==> src/scoc_regs.vh <==
`ifndef SCOC_REGS_VH
`define SCOC_REGS_VH
// timing
`define SCOC_CLK_MHZ     40
`define SCOC_CLK_NS      25
`define SCOC_PWRUP_US    4000
`define SCOC_SETTLE_NS   2000
// serial frame: 8 command bits then 40 data bits, msb first
`define SCOC_CMD_BITS    8
`define SCOC_FRAME_BITS  48
`define SCOC_CMD_RD      7
// register indices
`define SCOC_IDX_SEC     7'h00
`define SCOC_IDX_PLLCTL  7'h02
`define SCOC_IDX_REFFMT  7'h03
`define SCOC_IDX_OUTFMT  7'h04
`define SCOC_IDX_PLLMODE 7'h05
`define SCOC_IDX_ODIV    7'h06
`define SCOC_IDX_FB1     7'h07
`define SCOC_IDX_FB2     7'h08
// pll_output_control fields
`define SCOC_P1_EN       0
`define SCOC_P1          1
`define SCOC_P2_EN       2
`define SCOC_P2          3
`define SCOC_RS1_EN      4
`define SCOC_RS1         5
`define SCOC_RS2_EN      6
`define SCOC_RS2         7
`define SCOC_OVR_LSB     8
`define SCOC_ON_LSB      9
`define SCOC_MR_EN       18
`define SCOC_MR          19
`define SCOC_PLLCTL_MSK  24'h07ffff
// output_format_xtal_trim fields
`define SCOC_GAIN_LSB    8
`define SCOC_CAP_LSB     12
`define SCOC_TRIM        15
`define SCOC_OUTFMT_MSK  16'hf7ff
// reference copy format sits in bits 31:30 of index 3
`define SCOC_REFFMT_LSB  30
// driver formats
`define SCOC_FMT_CMOS    2'b00
`define SCOC_FMT_LVDS    2'b01
`define SCOC_FMT_PECL    2'b10
`define SCOC_FMT_HCSL    2'b11
// otp image layout
`define SCOC_OTP_BITS    444
`define SCOC_OTP_SEC     0
`define SCOC_OTP_PLLCTL  8
`define SCOC_OTP_REFFMT  32
`define SCOC_OTP_OUTFMT  40
`define SCOC_OTP_PLLMODE 56
`define SCOC_OTP_ODIV    64
`define SCOC_OTP_FB1     96
`define SCOC_OTP_FB2     136
// otp default contents
`define SCOC_DEF_SEC     1'b0
`define SCOC_DEF_PLLCTL  24'h00000c
`define SCOC_DEF_REFFMT  2'h0
`define SCOC_DEF_OUTFMT  16'h0000
`define SCOC_DEF_PLLMODE 8'h00
`define SCOC_DEF_ODIV    32'h00000000
`define SCOC_DEF_FB      36'h000000000
`endif

==> src/scoc_out_gate.v <==
`timescale 1ns/10ps
`include "scoc_regs.vh"
module scoc_out_gate (
  input  wire       clk_i,
  input  wire       rst_n_i,
  input  wire       en_req_i,
  input  wire [1:0] fmt_i,
  output reg        p_en_o,
  output reg        n_en_o,
  output reg        run_o
);
  localparam integer SETTLE_I = (`SCOC_SETTLE_NS + `SCOC_CLK_NS - 1) / `SCOC_CLK_NS;
  localparam [6:0] SETTLE_CYC = SETTLE_I[6:0];
  localparam [1:0] ST_OFF    = 2'h0;
  localparam [1:0] ST_SETTLE = 2'h1;
  localparam [1:0] ST_RUN    = 2'h2;
  localparam [1:0] ST_STOP   = 2'h3;
  reg [1:0] state_r;
  reg [6:0] cnt_r;

  always @(posedge clk_i or negedge rst_n_i) begin
    if (!rst_n_i) begin
      state_r <= ST_OFF;
      cnt_r   <= 7'h00;
      p_en_o  <= 1'b0;
      n_en_o  <= 1'b0;
      run_o   <= 1'b0;
    end else begin
      case (state_r)
        ST_OFF: begin
          if (en_req_i) begin
            state_r <= ST_SETTLE;
            cnt_r   <= 7'h00;
            p_en_o  <= 1'b1;
            n_en_o  <= (fmt_i != `SCOC_FMT_CMOS);
          end
        end
        ST_SETTLE: begin
          n_en_o <= (fmt_i != `SCOC_FMT_CMOS);
          if (!en_req_i) begin
            state_r <= ST_STOP;
          end else if (cnt_r == SETTLE_CYC - 7'h01) begin
            state_r <= ST_RUN;
            run_o   <= 1'b1;
          end else begin
            cnt_r <= cnt_r + 7'h01;
          end
        end
        ST_RUN: begin
          n_en_o <= (fmt_i != `SCOC_FMT_CMOS);
          if (!en_req_i) begin
            run_o   <= 1'b0;
            state_r <= ST_STOP;
          end
        end
        ST_STOP: begin
          p_en_o  <= 1'b0;
          n_en_o  <= 1'b0;
          state_r <= ST_OFF;
        end
        default: begin
          state_r <= ST_OFF;
        end
      endcase
    end
  end
endmodule

==> src/scoc_spi_slave.v <==
`timescale 1ns/10ps
`include "scoc_regs.vh"
module scoc_spi_slave (
  input  wire        clk_i,
  input  wire        rst_n_i,
  input  wire        enable_i,
  input  wire        sck_i,
  input  wire        cs_n_i,
  input  wire        sdi_i,
  input  wire [39:0] rd_data_i,
  output wire [6:0]  addr_o,
  output wire [39:0] wr_data_o,
  output reg         wr_stb_o,
  output reg         sdo_o,
  output reg         sdo_en_o
);
  reg  [2:0]  s1_r;
  reg  [2:0]  s2_r;
  reg         sck_d_r;
  reg  [5:0]  bit_cnt_r;
  reg  [7:0]  cmd_r;
  reg  [39:0] sh_r;
  reg  [39:0] tx_r;
  wire        rise;
  wire        fall;
  wire        active;
  wire        is_rd;

  assign rise      = s2_r[2] & ~sck_d_r;
  assign fall      = ~s2_r[2] & sck_d_r;
  assign active    = ~s2_r[1] & enable_i;
  assign is_rd     = cmd_r[`SCOC_CMD_RD];
  assign addr_o    = cmd_r[6:0];
  assign wr_data_o = sh_r;

  // pin synchronisers and frame engine
  always @(posedge clk_i or negedge rst_n_i) begin
    if (!rst_n_i) begin
      s1_r      <= 3'h2;
      s2_r      <= 3'h2;
      sck_d_r   <= 1'b0;
      bit_cnt_r <= 6'h00;
      cmd_r     <= 8'h00;
      sh_r      <= 40'h0000000000;
      tx_r      <= 40'h0000000000;
      wr_stb_o  <= 1'b0;
      sdo_o     <= 1'b0;
      sdo_en_o  <= 1'b0;
    end else begin
      s1_r     <= {sck_i, cs_n_i, sdi_i};
      s2_r     <= s1_r;
      sck_d_r  <= s2_r[2];
      wr_stb_o <= 1'b0;
      if (!active) begin
        bit_cnt_r <= 6'h00;
        sdo_o     <= 1'b0;
        sdo_en_o  <= 1'b0;
      end else begin
        if (rise && bit_cnt_r != `SCOC_FRAME_BITS) begin
          bit_cnt_r <= bit_cnt_r + 6'h01;
          if (bit_cnt_r < `SCOC_CMD_BITS) begin
            cmd_r <= {cmd_r[6:0], s2_r[0]};
          end else begin
            sh_r <= {sh_r[38:0], s2_r[0]};
          end
          if (bit_cnt_r == `SCOC_FRAME_BITS - 1) begin
            wr_stb_o <= ~is_rd;
          end
        end
        if (fall && is_rd && bit_cnt_r == `SCOC_CMD_BITS) begin
          sdo_o    <= rd_data_i[39];
          tx_r     <= {rd_data_i[38:0], 1'b0};
          sdo_en_o <= 1'b1;
        end else if (fall && sdo_en_o) begin
          sdo_o <= tx_r[39];
          tx_r  <= {tx_r[38:0], 1'b0};
        end
      end
    end
  end
endmodule

==> src/scoc_top.v <==
`timescale 1ns/10ps
`include "scoc_regs.vh"
// Function
// - after supply reset, pulse internal reset then load all registers from otp.
// - serial writes overwrite otp values unless the security bit is set.
// - 444 bits of otp hold the power-up default configuration.
// - each pll selects integer, fractional or rational mode independently.
// - fractional feedback divider is an 8-bit integer and 28-bit fraction.
// - two output dividers per pll, each ranging from 4 to 259.
// - each output divider also offers a divide-by-4.5 setting.
// - control bits 19:16 hold master reset, its enable, refcopy on and override.
// - control bits 7:0 hold value/enable pairs for source picks and plls.
// - with override low, output follows its pin and on bit reads the pin.
// - with override high, pin ignored and on bit switches the output.
// - five drivers, each with own enable pin and four formats.
// - format register holds four 2-bit modes and crystal trim, load, gain.
// - output formats power up from otp and software may change them.
// - format 00 cmos, 01 lvds, 10 lvpecl, 11 hcsl; cmos floats complement.
// - outputs one to four are active only while their feeding pll is powered; the reference copy is not gated.
// - pll1 follows power-down pin unless its enable bit is set.
// - newly enabled output holds static about 2 us, then toggles cleanly.
module scoc_top #(
  parameter [443:0] OTP_IMAGE = {272'h0, `SCOC_DEF_FB, 4'h0, `SCOC_DEF_FB, `SCOC_DEF_ODIV,
                                 `SCOC_DEF_PLLMODE, `SCOC_DEF_OUTFMT, 6'h00, `SCOC_DEF_REFFMT,
                                 `SCOC_DEF_PLLCTL, 7'h00, `SCOC_DEF_SEC},
  parameter integer PWRUP_CYC   = `SCOC_PWRUP_US * `SCOC_CLK_MHZ
) (
  input  wire        clk_sys_i,
  input  wire        rst_n_i,
  input  wire        spi_sck_i,
  input  wire        spi_cs_n_i,
  input  wire        spi_sdi_i,
  input  wire [3:0]  output_enable_pin_i,
  input  wire        refcopy_enable_pin_i,
  input  wire        pll1_powerdown_pin_n_i,
  output wire        spi_sdo_o,
  output wire        spi_sdo_en_o,
  output wire        cfg_ready_o,
  output wire        int_reset_o,
  output wire        pll1_up_o,
  output wire        pll2_up_o,
  output wire        pll1_source_pick_o,
  output wire        pll2_source_pick_o,
  output wire [1:0]  pll1_mode_o,
  output wire [1:0]  pll2_mode_o,
  output wire [7:0]  pll1_fb_int_o,
  output wire [27:0] pll1_fb_frac_o,
  output wire [7:0]  pll2_fb_int_o,
  output wire [27:0] pll2_fb_frac_o,
  output wire [31:0] out_div_code_o,
  output wire [3:0]  out_div_half_o,
  output wire [9:0]  driver_format_field_o,
  output wire        xtal_trim_o,
  output wire [2:0]  xtal_cap_o,
  output wire [2:0]  xtal_gain_o,
  output wire [4:0]  drv_p_en_o,
  output wire [4:0]  drv_n_en_o,
  output wire [4:0]  drv_run_o
);
  localparam        OTP_SEC     = OTP_IMAGE[`SCOC_OTP_SEC];
  localparam [23:0] OTP_PLLCTL  = OTP_IMAGE[`SCOC_OTP_PLLCTL +: 24] & `SCOC_PLLCTL_MSK;
  localparam [1:0]  OTP_REFFMT  = OTP_IMAGE[`SCOC_OTP_REFFMT +: 2];
  localparam [15:0] OTP_OUTFMT  = OTP_IMAGE[`SCOC_OTP_OUTFMT +: 16] & `SCOC_OUTFMT_MSK;
  localparam [7:0]  OTP_PLLMODE = OTP_IMAGE[`SCOC_OTP_PLLMODE +: 8];
  localparam [31:0] OTP_ODIV    = OTP_IMAGE[`SCOC_OTP_ODIV +: 32];
  localparam [35:0] OTP_FB1     = OTP_IMAGE[`SCOC_OTP_FB1 +: 36];
  localparam [35:0] OTP_FB2     = OTP_IMAGE[`SCOC_OTP_FB2 +: 36];
  localparam integer WAIT_LAST_I = PWRUP_CYC - 1;
  localparam [17:0] WAIT_LAST   = WAIT_LAST_I[17:0];

  reg  [1:0]  rst_pipe_r;
  wire        rst_n;
  reg  [5:0]  pin_s1_r;
  reg  [5:0]  pin_s2_r;
  wire [4:0]  en_pin;
  wire        pd_pin_n;
  reg  [17:0] wait_cnt_r;
  reg         cfg_ready_r;
  reg         int_reset_r;
  reg         sec_r;
  reg  [23:0] pllctl_r;
  reg  [1:0]  reffmt_r;
  reg  [15:0] outfmt_r;
  reg  [7:0]  pllmode_r;
  reg  [31:0] odiv_r;
  reg  [35:0] fb1_r;
  reg  [35:0] fb2_r;
  reg         pll1_up_r;
  reg         pll2_up_r;
  reg         src1_r;
  reg         src2_r;
  wire [6:0]  spi_addr;
  wire [39:0] spi_wdata;
  wire        spi_wstb;
  wire        wr_ok;
  wire        mr_hit;
  reg  [39:0] rd_data;
  wire [23:0] pllctl_rd;
  wire [4:0]  ovr;
  wire [4:0]  on_bit;
  wire [4:0]  on_rd;
  wire [4:0]  en_req;

  always @(posedge clk_sys_i or negedge rst_n_i) begin
    if (!rst_n_i) begin
      rst_pipe_r <= 2'b00;
    end else begin
      rst_pipe_r <= {rst_pipe_r[0], 1'b1};
    end
  end
  assign rst_n = rst_pipe_r[1];

  // enable and power-down pin synchronisers
  always @(posedge clk_sys_i or negedge rst_n) begin
    if (!rst_n) begin
      pin_s1_r <= 6'h00;
      pin_s2_r <= 6'h00;
    end else begin
      pin_s1_r <= {pll1_powerdown_pin_n_i, refcopy_enable_pin_i, output_enable_pin_i};
      pin_s2_r <= pin_s1_r;
    end
  end
  assign en_pin   = pin_s2_r[4:0];
  assign pd_pin_n = pin_s2_r[5];

  // internal reset pulse and power-up wait
  always @(posedge clk_sys_i or negedge rst_n) begin
    if (!rst_n) begin
      int_reset_r <= 1'b1;
      wait_cnt_r  <= 18'h00000;
      cfg_ready_r <= 1'b0;
    end else begin
      int_reset_r <= mr_hit;
      if (int_reset_r) begin
        wait_cnt_r  <= 18'h00000;
        cfg_ready_r <= 1'b0;
      end else if (!cfg_ready_r) begin
        if (wait_cnt_r == WAIT_LAST) begin
          cfg_ready_r <= 1'b1;
        end else begin
          wait_cnt_r <= wait_cnt_r + 18'h00001;
        end
      end
    end
  end

  scoc_spi_slave u_spi (
    .clk_i     (clk_sys_i),
    .rst_n_i   (rst_n),
    .enable_i  (cfg_ready_r),
    .sck_i     (spi_sck_i),
    .cs_n_i    (spi_cs_n_i),
    .sdi_i     (spi_sdi_i),
    .rd_data_i (rd_data),
    .addr_o    (spi_addr),
    .wr_data_o (spi_wdata),
    .wr_stb_o  (spi_wstb),
    .sdo_o     (spi_sdo_o),
    .sdo_en_o  (spi_sdo_en_o)
  );

  assign wr_ok  = spi_wstb & ~sec_r;
  assign mr_hit = wr_ok & (spi_addr == `SCOC_IDX_PLLCTL) &
                  spi_wdata[`SCOC_MR] & spi_wdata[`SCOC_MR_EN];

  // configuration registers, reloaded from the otp image on every internal reset
  always @(posedge clk_sys_i or negedge rst_n) begin
    if (!rst_n) begin
      sec_r     <= OTP_SEC;
      pllctl_r  <= OTP_PLLCTL;
      reffmt_r  <= OTP_REFFMT;
      outfmt_r  <= OTP_OUTFMT;
      pllmode_r <= OTP_PLLMODE;
      odiv_r    <= OTP_ODIV;
      fb1_r     <= OTP_FB1;
      fb2_r     <= OTP_FB2;
    end else if (int_reset_r) begin
      sec_r     <= OTP_SEC;
      pllctl_r  <= OTP_PLLCTL;
      reffmt_r  <= OTP_REFFMT;
      outfmt_r  <= OTP_OUTFMT;
      pllmode_r <= OTP_PLLMODE;
      odiv_r    <= OTP_ODIV;
      fb1_r     <= OTP_FB1;
      fb2_r     <= OTP_FB2;
    end else if (wr_ok) begin
      case (spi_addr)
        `SCOC_IDX_PLLCTL:  pllctl_r  <= spi_wdata[23:0] & `SCOC_PLLCTL_MSK;
        `SCOC_IDX_REFFMT:  reffmt_r  <= spi_wdata[`SCOC_REFFMT_LSB +: 2];
        `SCOC_IDX_OUTFMT:  outfmt_r  <= spi_wdata[15:0] & `SCOC_OUTFMT_MSK;
        `SCOC_IDX_PLLMODE: pllmode_r <= spi_wdata[7:0];
        `SCOC_IDX_ODIV:    odiv_r    <= spi_wdata[31:0];
        `SCOC_IDX_FB1:     fb1_r     <= spi_wdata[35:0];
        `SCOC_IDX_FB2:     fb2_r     <= spi_wdata[35:0];
        default:           sec_r     <= sec_r;
      endcase
    end
  end

  // pll power and reference selection
  always @(posedge clk_sys_i or negedge rst_n) begin
    if (!rst_n) begin
      pll1_up_r <= 1'b0;
      pll2_up_r <= 1'b0;
      src1_r    <= 1'b0;
      src2_r    <= 1'b0;
    end else begin
      pll1_up_r <= pllctl_r[`SCOC_P1_EN] ? pllctl_r[`SCOC_P1] : pd_pin_n;
      pll2_up_r <= pllctl_r[`SCOC_P2_EN] ? pllctl_r[`SCOC_P2] : 1'b1;
      src1_r    <= pllctl_r[`SCOC_RS1_EN] & pllctl_r[`SCOC_RS1];
      src2_r    <= pllctl_r[`SCOC_RS2_EN] & pllctl_r[`SCOC_RS2];
    end
  end

  // per driver: outputs one to four, then the reference copy at bits 17:16
  genvar k;
  generate
    for (k = 0; k < 5; k = k + 1) begin : g_drv
      wire       pll_ok;
      wire [1:0] fmt;
      assign ovr[k]    = pllctl_r[`SCOC_OVR_LSB + 2 * k];
      assign on_bit[k] = pllctl_r[`SCOC_ON_LSB + 2 * k];
      assign on_rd[k]  = ovr[k] ? on_bit[k] : en_pin[k];
      assign pll_ok    = (k < 2) ? pll1_up_r : ((k < 4) ? pll2_up_r : 1'b1);
      assign en_req[k] = (ovr[k] ? on_bit[k] : en_pin[k]) & pll_ok;
      assign fmt       = (k < 4) ? outfmt_r[2 * k +: 2] : reffmt_r;
      scoc_out_gate u_gate (
        .clk_i    (clk_sys_i),
        .rst_n_i  (rst_n),
        .en_req_i (en_req[k]),
        .fmt_i    (fmt),
        .p_en_o   (drv_p_en_o[k]),
        .n_en_o   (drv_n_en_o[k]),
        .run_o    (drv_run_o[k])
      );
    end
  endgenerate

  assign pllctl_rd = {pllctl_r[23:18], on_rd[4], pllctl_r[16], on_rd[3], pllctl_r[14],
                      on_rd[2], pllctl_r[12], on_rd[1], pllctl_r[10], on_rd[0],
                      pllctl_r[8:0]};

  // register read mux
  always @* begin
    rd_data = 40'h0000000000;
    case (spi_addr)
      `SCOC_IDX_SEC:     rd_data[0]     = sec_r;
      `SCOC_IDX_PLLCTL:  rd_data[23:0]  = pllctl_rd;
      `SCOC_IDX_REFFMT:  rd_data[`SCOC_REFFMT_LSB +: 2] = reffmt_r;
      `SCOC_IDX_OUTFMT:  rd_data[15:0]  = outfmt_r;
      `SCOC_IDX_PLLMODE: rd_data[7:0]   = pllmode_r;
      `SCOC_IDX_ODIV:    rd_data[31:0]  = odiv_r;
      `SCOC_IDX_FB1:     rd_data[35:0]  = fb1_r;
      `SCOC_IDX_FB2:     rd_data[35:0]  = fb2_r;
      default:           rd_data        = 40'h0000000000;
    endcase
  end

  assign cfg_ready_o           = cfg_ready_r;
  assign int_reset_o           = int_reset_r;
  assign pll1_up_o             = pll1_up_r;
  assign pll2_up_o             = pll2_up_r;
  assign pll1_source_pick_o    = src1_r;
  assign pll2_source_pick_o    = src2_r;
  assign pll1_mode_o           = pllmode_r[1:0];
  assign pll2_mode_o           = pllmode_r[3:2];
  assign out_div_half_o        = pllmode_r[7:4];
  assign pll1_fb_int_o         = fb1_r[35:28];
  assign pll1_fb_frac_o        = fb1_r[27:0];
  assign pll2_fb_int_o         = fb2_r[35:28];
  assign pll2_fb_frac_o        = fb2_r[27:0];
  assign out_div_code_o        = odiv_r;
  assign driver_format_field_o = {reffmt_r, outfmt_r[7:0]};
  assign xtal_trim_o           = outfmt_r[`SCOC_TRIM];
  assign xtal_cap_o            = outfmt_r[`SCOC_CAP_LSB +: 3];
  assign xtal_gain_o           = outfmt_r[`SCOC_GAIN_LSB +: 3];
endmodule

==> config.mk <==
export PLATFORM = sky130hd
export DESIGN_NAME = scoc_top
export DESIGN_NICKNAME = d
export VERILOG_FILES = /design/src/scoc_out_gate.v /design/src/scoc_spi_slave.v /design/src/scoc_top.v
export VERILOG_INCLUDE_DIRS = /design/src
export SDC_FILE = /design/constraint.sdc
export NUM_CORES = 1
export LEC_CHECK = 0
export BUFFER_PORTS_ARGS = -buffer_cell sky130_fd_sc_hd__buf_2
export CORE_MARGIN = 1.5
export CORE_UTILIZATION = 50
export DETAILED_ROUTE_END_ITERATION = 7
export GPL_ROUTABILITY_DRIVEN = 0
export PLACE_DENSITY = 0.81
export RECOVER_POWER = 100
export SLEW_MARGIN = 20
export SYNTH_ARGS = -nofsm -noshare
export SYNTH_HDL_FRONTEND = slang
export SYNTH_HIERARCHICAL = 1
export SYNTH_SLANG_ARGS = --single-unit
export TNS_END_PERCENT = 20
==> constraint.sdc <==
create_clock -name clk_sys_i -period 12 [get_ports clk_sys_i]
set_input_delay 0.6 -clock clk_sys_i [delete_from_list [all_inputs] [get_ports clk_sys_i]]
set_output_delay 0.6 -clock clk_sys_i [all_outputs]
set_load 0.1 [all_outputs]
==> run_results.csv, run 1 <==
group,metric,value,unit
global_routing,grt_overflow_total,0,
final_layout,fin_area,0.0195,mm^2
setup_path,cp_top_family,"buffers and inverters",
setup_path,setup.worst_path.end_class,"asynchronous set/reset pin",
sta,final_hold_viol_count,0,
cts,clk_pin_slew_worst_paths,0.06,ns
yosys,ys_warn_count,6,
sta,rsz0062_at_grt,"no",
cts,insertion_delay,0.53,ns
floorplanning,die_w,192,um
route,detail-route-antenna-nets,0,
power,power.total,2.86,mW
sta,drv_slew,731,
final_layout,utilization,56.2,%
sta,worst_pin_slew,4.66,ns
setup_path,cp_num_buf_inv,1,
setup_path,slowest_delay,2.93,ns
setup_path,crit_slowest_cell,"clkbuf_1",
sta,tns,0,ns
yosys,postSynthAreaPerCell,9.74,um^2
sta,setup_violations,0,
route,dr_total_vias,15370,
placed_design,placed_cell_area,0.0185,mm^2
floorplanning,ios,163,
global_routing,grt_usage,27.3,%
floorplanning,dieArea,0.0367,mm^2
cts,cts_resized,0,
cts,cts_inserted_buffers,38,
floorplanning,rows,68,
placed_design,place_ws,8.80,ns
placed_design,portBuffers,162,
setup_path,required,11.69,ns
power,p_leak,8.40,nW
setup_path,critical_path.endpoint,"pll2_up_o",
sta,fmax,159,MHz
run_status,status,"finished, violations left",
sta,post-route-period-util,52.5,%
yosys,syn_inst,1825,
global_routing,antenna_found_initial,0,
sta,max_slew_margin,-210,%
setup_path,r2r-end,"pll2_up_o",
setup_path,crit_chain,"clkbuf_1",
setup_path,cp-start-kind,"flop",
cts,post-cts-setup-buffers,0,
global_routing,grt_pass1_vias,14534,
cts,cts_hold_buf,1,
route,drt-total-wl,51000,um
final_layout,area_delta_synth_final,9.89,%
floorplanning,coreArea,0.0348,mm^2
setup_path,crit_type,"flop to asynchronous set/reset pin",
run_status,violations,"capacitance limit, slew limit",
global_routing,grt_max_degree,102,
setup_path,cp.depth,1,
flow_run,cap_violations,13,
cts,htreeDepth,2,
cts,root_buffer,"clkbuf_16",
final_layout,diodes,0,
placed_design,dp_hpwl,32300,um
setup_path,r2r_slack,5.70,ns
setup_path,reg2regPathDepth,1,
setup_path,critPathLaunch,"rst_pipe_r[1]",
route,wire_per_inst,21.5,um
floorplanning,die_y,192,um
final_layout,nets,1934,
route,detail_route.first_pass.iterations,8,
setup_path,crit_arrival,5.99,ns
yosys,syn-cell-area,0.0178,mm^2
floorplanning,initial_core_util,51.1,%
power,power_density,146,mW/mm^2
cts,cts_buffer_depth,3,
sta,setup_ws,5.70,ns
setup_path,crit_fanout,76,
final_layout,drive_gt1_share,7.55,%
sta,min_period,6.30,ns
route,vias_per_cell,6.47,
cts,cts_tree,"built",
global_routing,grt_pass1_wl,79500,um
worst_hold_path,min_path_type,"input pin to flop",
route,initialDrtViolationCount,1953,
cts,cts_sinks,345,
route,route.detailed.drc,0,
setup_path,rr_startpoint,"rst_pipe_r[1]",
power,max-vdd-ir-drop,0.000155,V
sta,fin_skew,0.0247,ns
worst_hold_path,hold_start,"spi_cs_n_i",
cell usage in the layout (no fill, tap or decap), types with 30 or more instances in the layout:
cell type and instances:
and3b_1 38, mux2i_1 30, clkbuf_1 174, mux2_2 42, a32oi_1 43, clkbuf_16 39
nand3_1 79, dfrtp_1 340, o211ai_1 49, o21ai_0 44, nor2_1 46, inv_1 35
o2111ai_1 38, a21oi_1 159, nand2_1 355
flip-flops by register name (all words and copies together) (netlist names), 8 cells and up:
register / cells
pllmode_r: 8
outfmt_r: 15
wait_cnt_r: 18
u_spi/tx_r: 39
fb1_r: 36
out_div_code_o: 32
u_spi/cmd_r: 8
pllctl_r: 19
g_drv.u_gate/cnt_r: 35
u_spi/wr_data_o: 36
g_drv.u_gate/state_r: 10
fb2_r: 36
metal layers:
metal	routed length [um]	GRT usage, %
met1	20400	36.7
met2	23600	42.4
met3	4790	5.65
met4	2130	12.6
met5	0	0
report_power, final:
group | total, mW | internal (mW) | leakage [nW] | switching, mW
Combinational | 0.413 | 0.136 | 3.09 | 0.277
Clock | 1.17 | 0.704 | 0.616 | 0.465
Sequential | 1.28 | 1.21 | 4.70 | 0.0640
Total | 2.86 | 2.05 | 8.40 | 0.806
cell type report:
cell class	instances	area (um^2)
Fill cell	2941	15300
Clock inverter	11	138
Sequential cell	345	8640
Inverter	35	131
Timing Repair Buffer	183	759
Clock buffer	55	1110
Tap cell	455	569
Multi-Input combinational cell	1292	8200
stage by stage:
stage	cells	hold slack [ns]
final	2376	0.165
after global routing	2376	0.159
after CTS	2374	0.157
after detailed placement	2307	0.335
after global placement	2307	0.334
after floorplan	1828	0.304
how the worst min path moves through the flow:
stage	slack, ns	to	depth (start not counted)
4_1_cts	0.16	u_spi/s1_r[1]	1
3_3_place_gp	0.33	rst_pipe_r[1]	0
5_1_grt	0.16	u_spi/s1_r[1]	1
2_1_floorplan	0.30	rst_pipe_r[0]	0
6_report	0.17	u_spi/s1_r[1]	1
3_5_place_dp	0.33	pin_s2_r[0]	0
Note: power is estimated with default switching activity, not from simulation.
==> run 2, diff against run 1 <==
Settings changed: ABC_AREA set to 1, PLACE_DENSITY 0.81 to 0.84.
Clock period 12 ns to 5.3 ns, I/O delays scaled along.
==> run 2 against run 1 <==
  * The run still ends with capacitance limit, slew limit left
  * Highest routed layer unchanged
  * Area after synthesis is 4.8% lower
  * Final area is 2.8% lower
  * Global-route usage is 1.7 points lower
  * Largest cell class unchanged
  * Non-clock buffer count is 4 higher
  * Critical path type is now flop to flop
==> run_results.csv, run 2 <==
group,metric,value,unit
global_routing,grt_max_degree,127,
setup_path,r2r_slack,1.32,ns
setup_path,rr_startpoint,"u_spi/cmd_r[5]",
cts,htreeDepth,2,
setup_path,slowest_delay,1.05,ns
setup_path,cp-start-kind,"flop",
setup_path,r2r-end,"out_div_code_o[8]",
power,internal_power,4.57,mW
cts,post-cts-setup-buffers,0,
setup_path,crit_fanout,56,
sta,rsz0062_at_grt,"no",
sta,fin_skew,0.0205,ns
floorplanning,die_y,187,um
floorplanning,ios,163,
global_routing,grt_pass1_wl,73400,um
run_status,violations,"capacitance limit, slew limit",
route,detail-route-antenna-nets,0,
final_layout,layout_common_cells,"885 x nand2_1, 340 x dfrtp_1, 177 x o21ai_0, 168 x nand3_1, 162 x clkbuf_1",
sta,worst_pin_slew,2.09,ns
final_layout,drive_gt1_share,5.86,%
yosys,syn-cell-area,0.0169,mm^2
sta,setup_violations,0,
sta,drv_slew,119,
power,power.total,6.41,mW
placed_design,dp_hpwl,29500,um
power,max-vdd-ir-drop,0.000254,V
power,pwr-share-comb,14.5,%
yosys,syn_inst,2138,
cts,root_buffer,"clkbuf_16",
floorplanning,die_w,187,um
sta,min_period,3.98,ns
placed_design,portBuffers,162,
power,p_leak,9.23,nW
setup_path,crit_chain,"nor2_1 > nand2_1 > inv_1 > nand2_1 > inv_1 > a21oi_1 > buf_4 > nand2_1 > o21ai_0",
worst_hold_path,min_path_type,"input pin to asynchronous set/reset pin",
sta,max_slew_margin,-39.7,%
floorplanning,rows,67,
setup_path,setup.worst_path.end_class,"flop",
final_layout,largest_reg_flops,39,
final_layout,nets,2299,
route,route.detailed.drc,0,
power,swShare,28.7,%
sta,tns,0,ns
global_routing,grt_pass1_vias,14650,
final_layout,area_delta_synth_final,12.2,%
power,power_frac_seq,44.4,%
route,wire_per_inst,16.6,um
setup_path,required,5.67,ns
route,vias_per_cell,5.60,
setup_path,path_common_cell,"nand2_1",
final_layout,mostFrequentLayoutCell,"nand2_1",
route,dr_total_vias,15299,
cts,cts_resized,0,
sta,hold_slack,0.0623,ns
cts,cts_tree,"built",
cts,cts_buffer_depth,3,
power,p_clk_share,41.1,%
route,detail_route.first_pass.iterations,8,
cts,cts_hold_buf,10,
floorplanning,coreArea,0.0334,mm^2
final_layout,utilization,56.8,%
cts,clk_pin_slew_worst_paths,0.06,ns
final_layout,diodes,0,
setup_path,crit_slowest_cell,"inv_1",
final_layout,fill_cells,2894,
power,power_density,338,mW/mm^2
setup_path,crit_arrival,4.34,ns
setup_path,crit_type,"flop to flop",
global_routing,grt_usage,25.6,%
cts,cts_inserted_buffers,37,
yosys,postSynthAreaPerCell,7.92,um^2
global_routing,grt_overflow_total,0,
final_layout,regMostFlops,"u_spi/tx_r",
route,drt-total-wl,45300,um
run_status,status,"finished, violations left",
sta,post-route-period-util,75.0,%
sta,fmax,252,MHz
yosys,ys_warn_count,6,
route,initialDrtViolationCount,1458,
setup_path,reg2regPathDepth,9,
flow_run,cap_violations,4,
power,power.switching,1.84,mW
floorplanning,initial_core_util,50.6,%
floorplanning,dieArea,0.0350,mm^2
global_routing,antenna_found_initial,0,
sta,final_hold_viol_count,0,
cts,cts_sinks,345,
cts,insertion_delay,0.52,ns
## run 2: cell count changes in the layout (fill, tap and decap cells not counted), sizes merged, moves of 54 or more
cell   delta
a21oi   -143
inv     +108
mux2     -54
nand2   +539
nand3    +99
nand4    +60
o21ai   +136
## run 2: how the worst max path moves through the flow
stage | start | endpoint | slack (ns) | cells past startpoint
2_1_floorplan | rst_pipe_r[1] | cfg_ready_o | 1.89 | 0
3_5_place_dp | u_spi/bit_cnt_r[0] | u_spi/wr_data_o[4] | 2.31 | 8
3_3_place_gp | u_spi/bit_cnt_r[0] | u_spi/wr_data_o[19] | 2.41 | 8
4_1_cts | u_spi/bit_cnt_r[0] | u_spi/wr_data_o[4] | 2.33 | 8
5_1_grt | u_spi/cmd_r[5] | out_div_code_o[13] | 1.02 | 8
6_report | u_spi/cmd_r[5] | out_div_code_o[8] | 1.32 | 9
## run 2: through the flow
| step | std cells | area [um^2] | setup WS, ns |
|---|---|---|---|
| 6_report | 2733 | 19000 | 1.32 |
| 5_1_grt | 2733 | 19000 | 1.02 |
| 4_1_cts | 2731 | 19200 | 2.33 |
| 3_5_place_dp | 2657 | 17900 | 2.31 |
| 3_3_place_gp | 2657 | 17900 | 2.41 |
| 2_1_floorplan | 2141 | 16900 | 1.89 |
## run 2: power by group through the flow
stage	Sequential [mW]	Clock, mW	Combinational [mW]
global placement	2.88	0	0.890
detailed placement	2.89	0	0.937
CTS	2.84	2.67	0.950
floorplan	3.04	0	0.567
finish	2.85	2.64	0.930
global route	2.86	2.78	1.05
## run 2: worst max-delay path, delay by kind of cell, from the launching register on
kind / cells / cell delay (ns)
simple gates: 4 / 0.46
compound gates: 2 / 0.57
buf+inv: 3 / 2.37
flops: 1 / 0.40
## run 2: layer usage
metal	vias to the layer above	track usage (%)	routed length [um]
li1	7116	-	-
met1	7324	32.4	17900
met2	730	42.4	21800
met3	129	5.08	3920
met4	0	11.9	1720
met5	-	0	0
## run 2: area by class of cell
type,count,area [um^2],area share (%)
Timing Repair Buffer,187,885,4.66
Multi-Input combinational cell,1543,7130,37.5
Sequential cell,345,8640,45.5
Inverter,146,551,2.90
Tap cell,448,561,2.95
Clock inverter,12,168,0.883
Clock buffer,52,1060,5.59
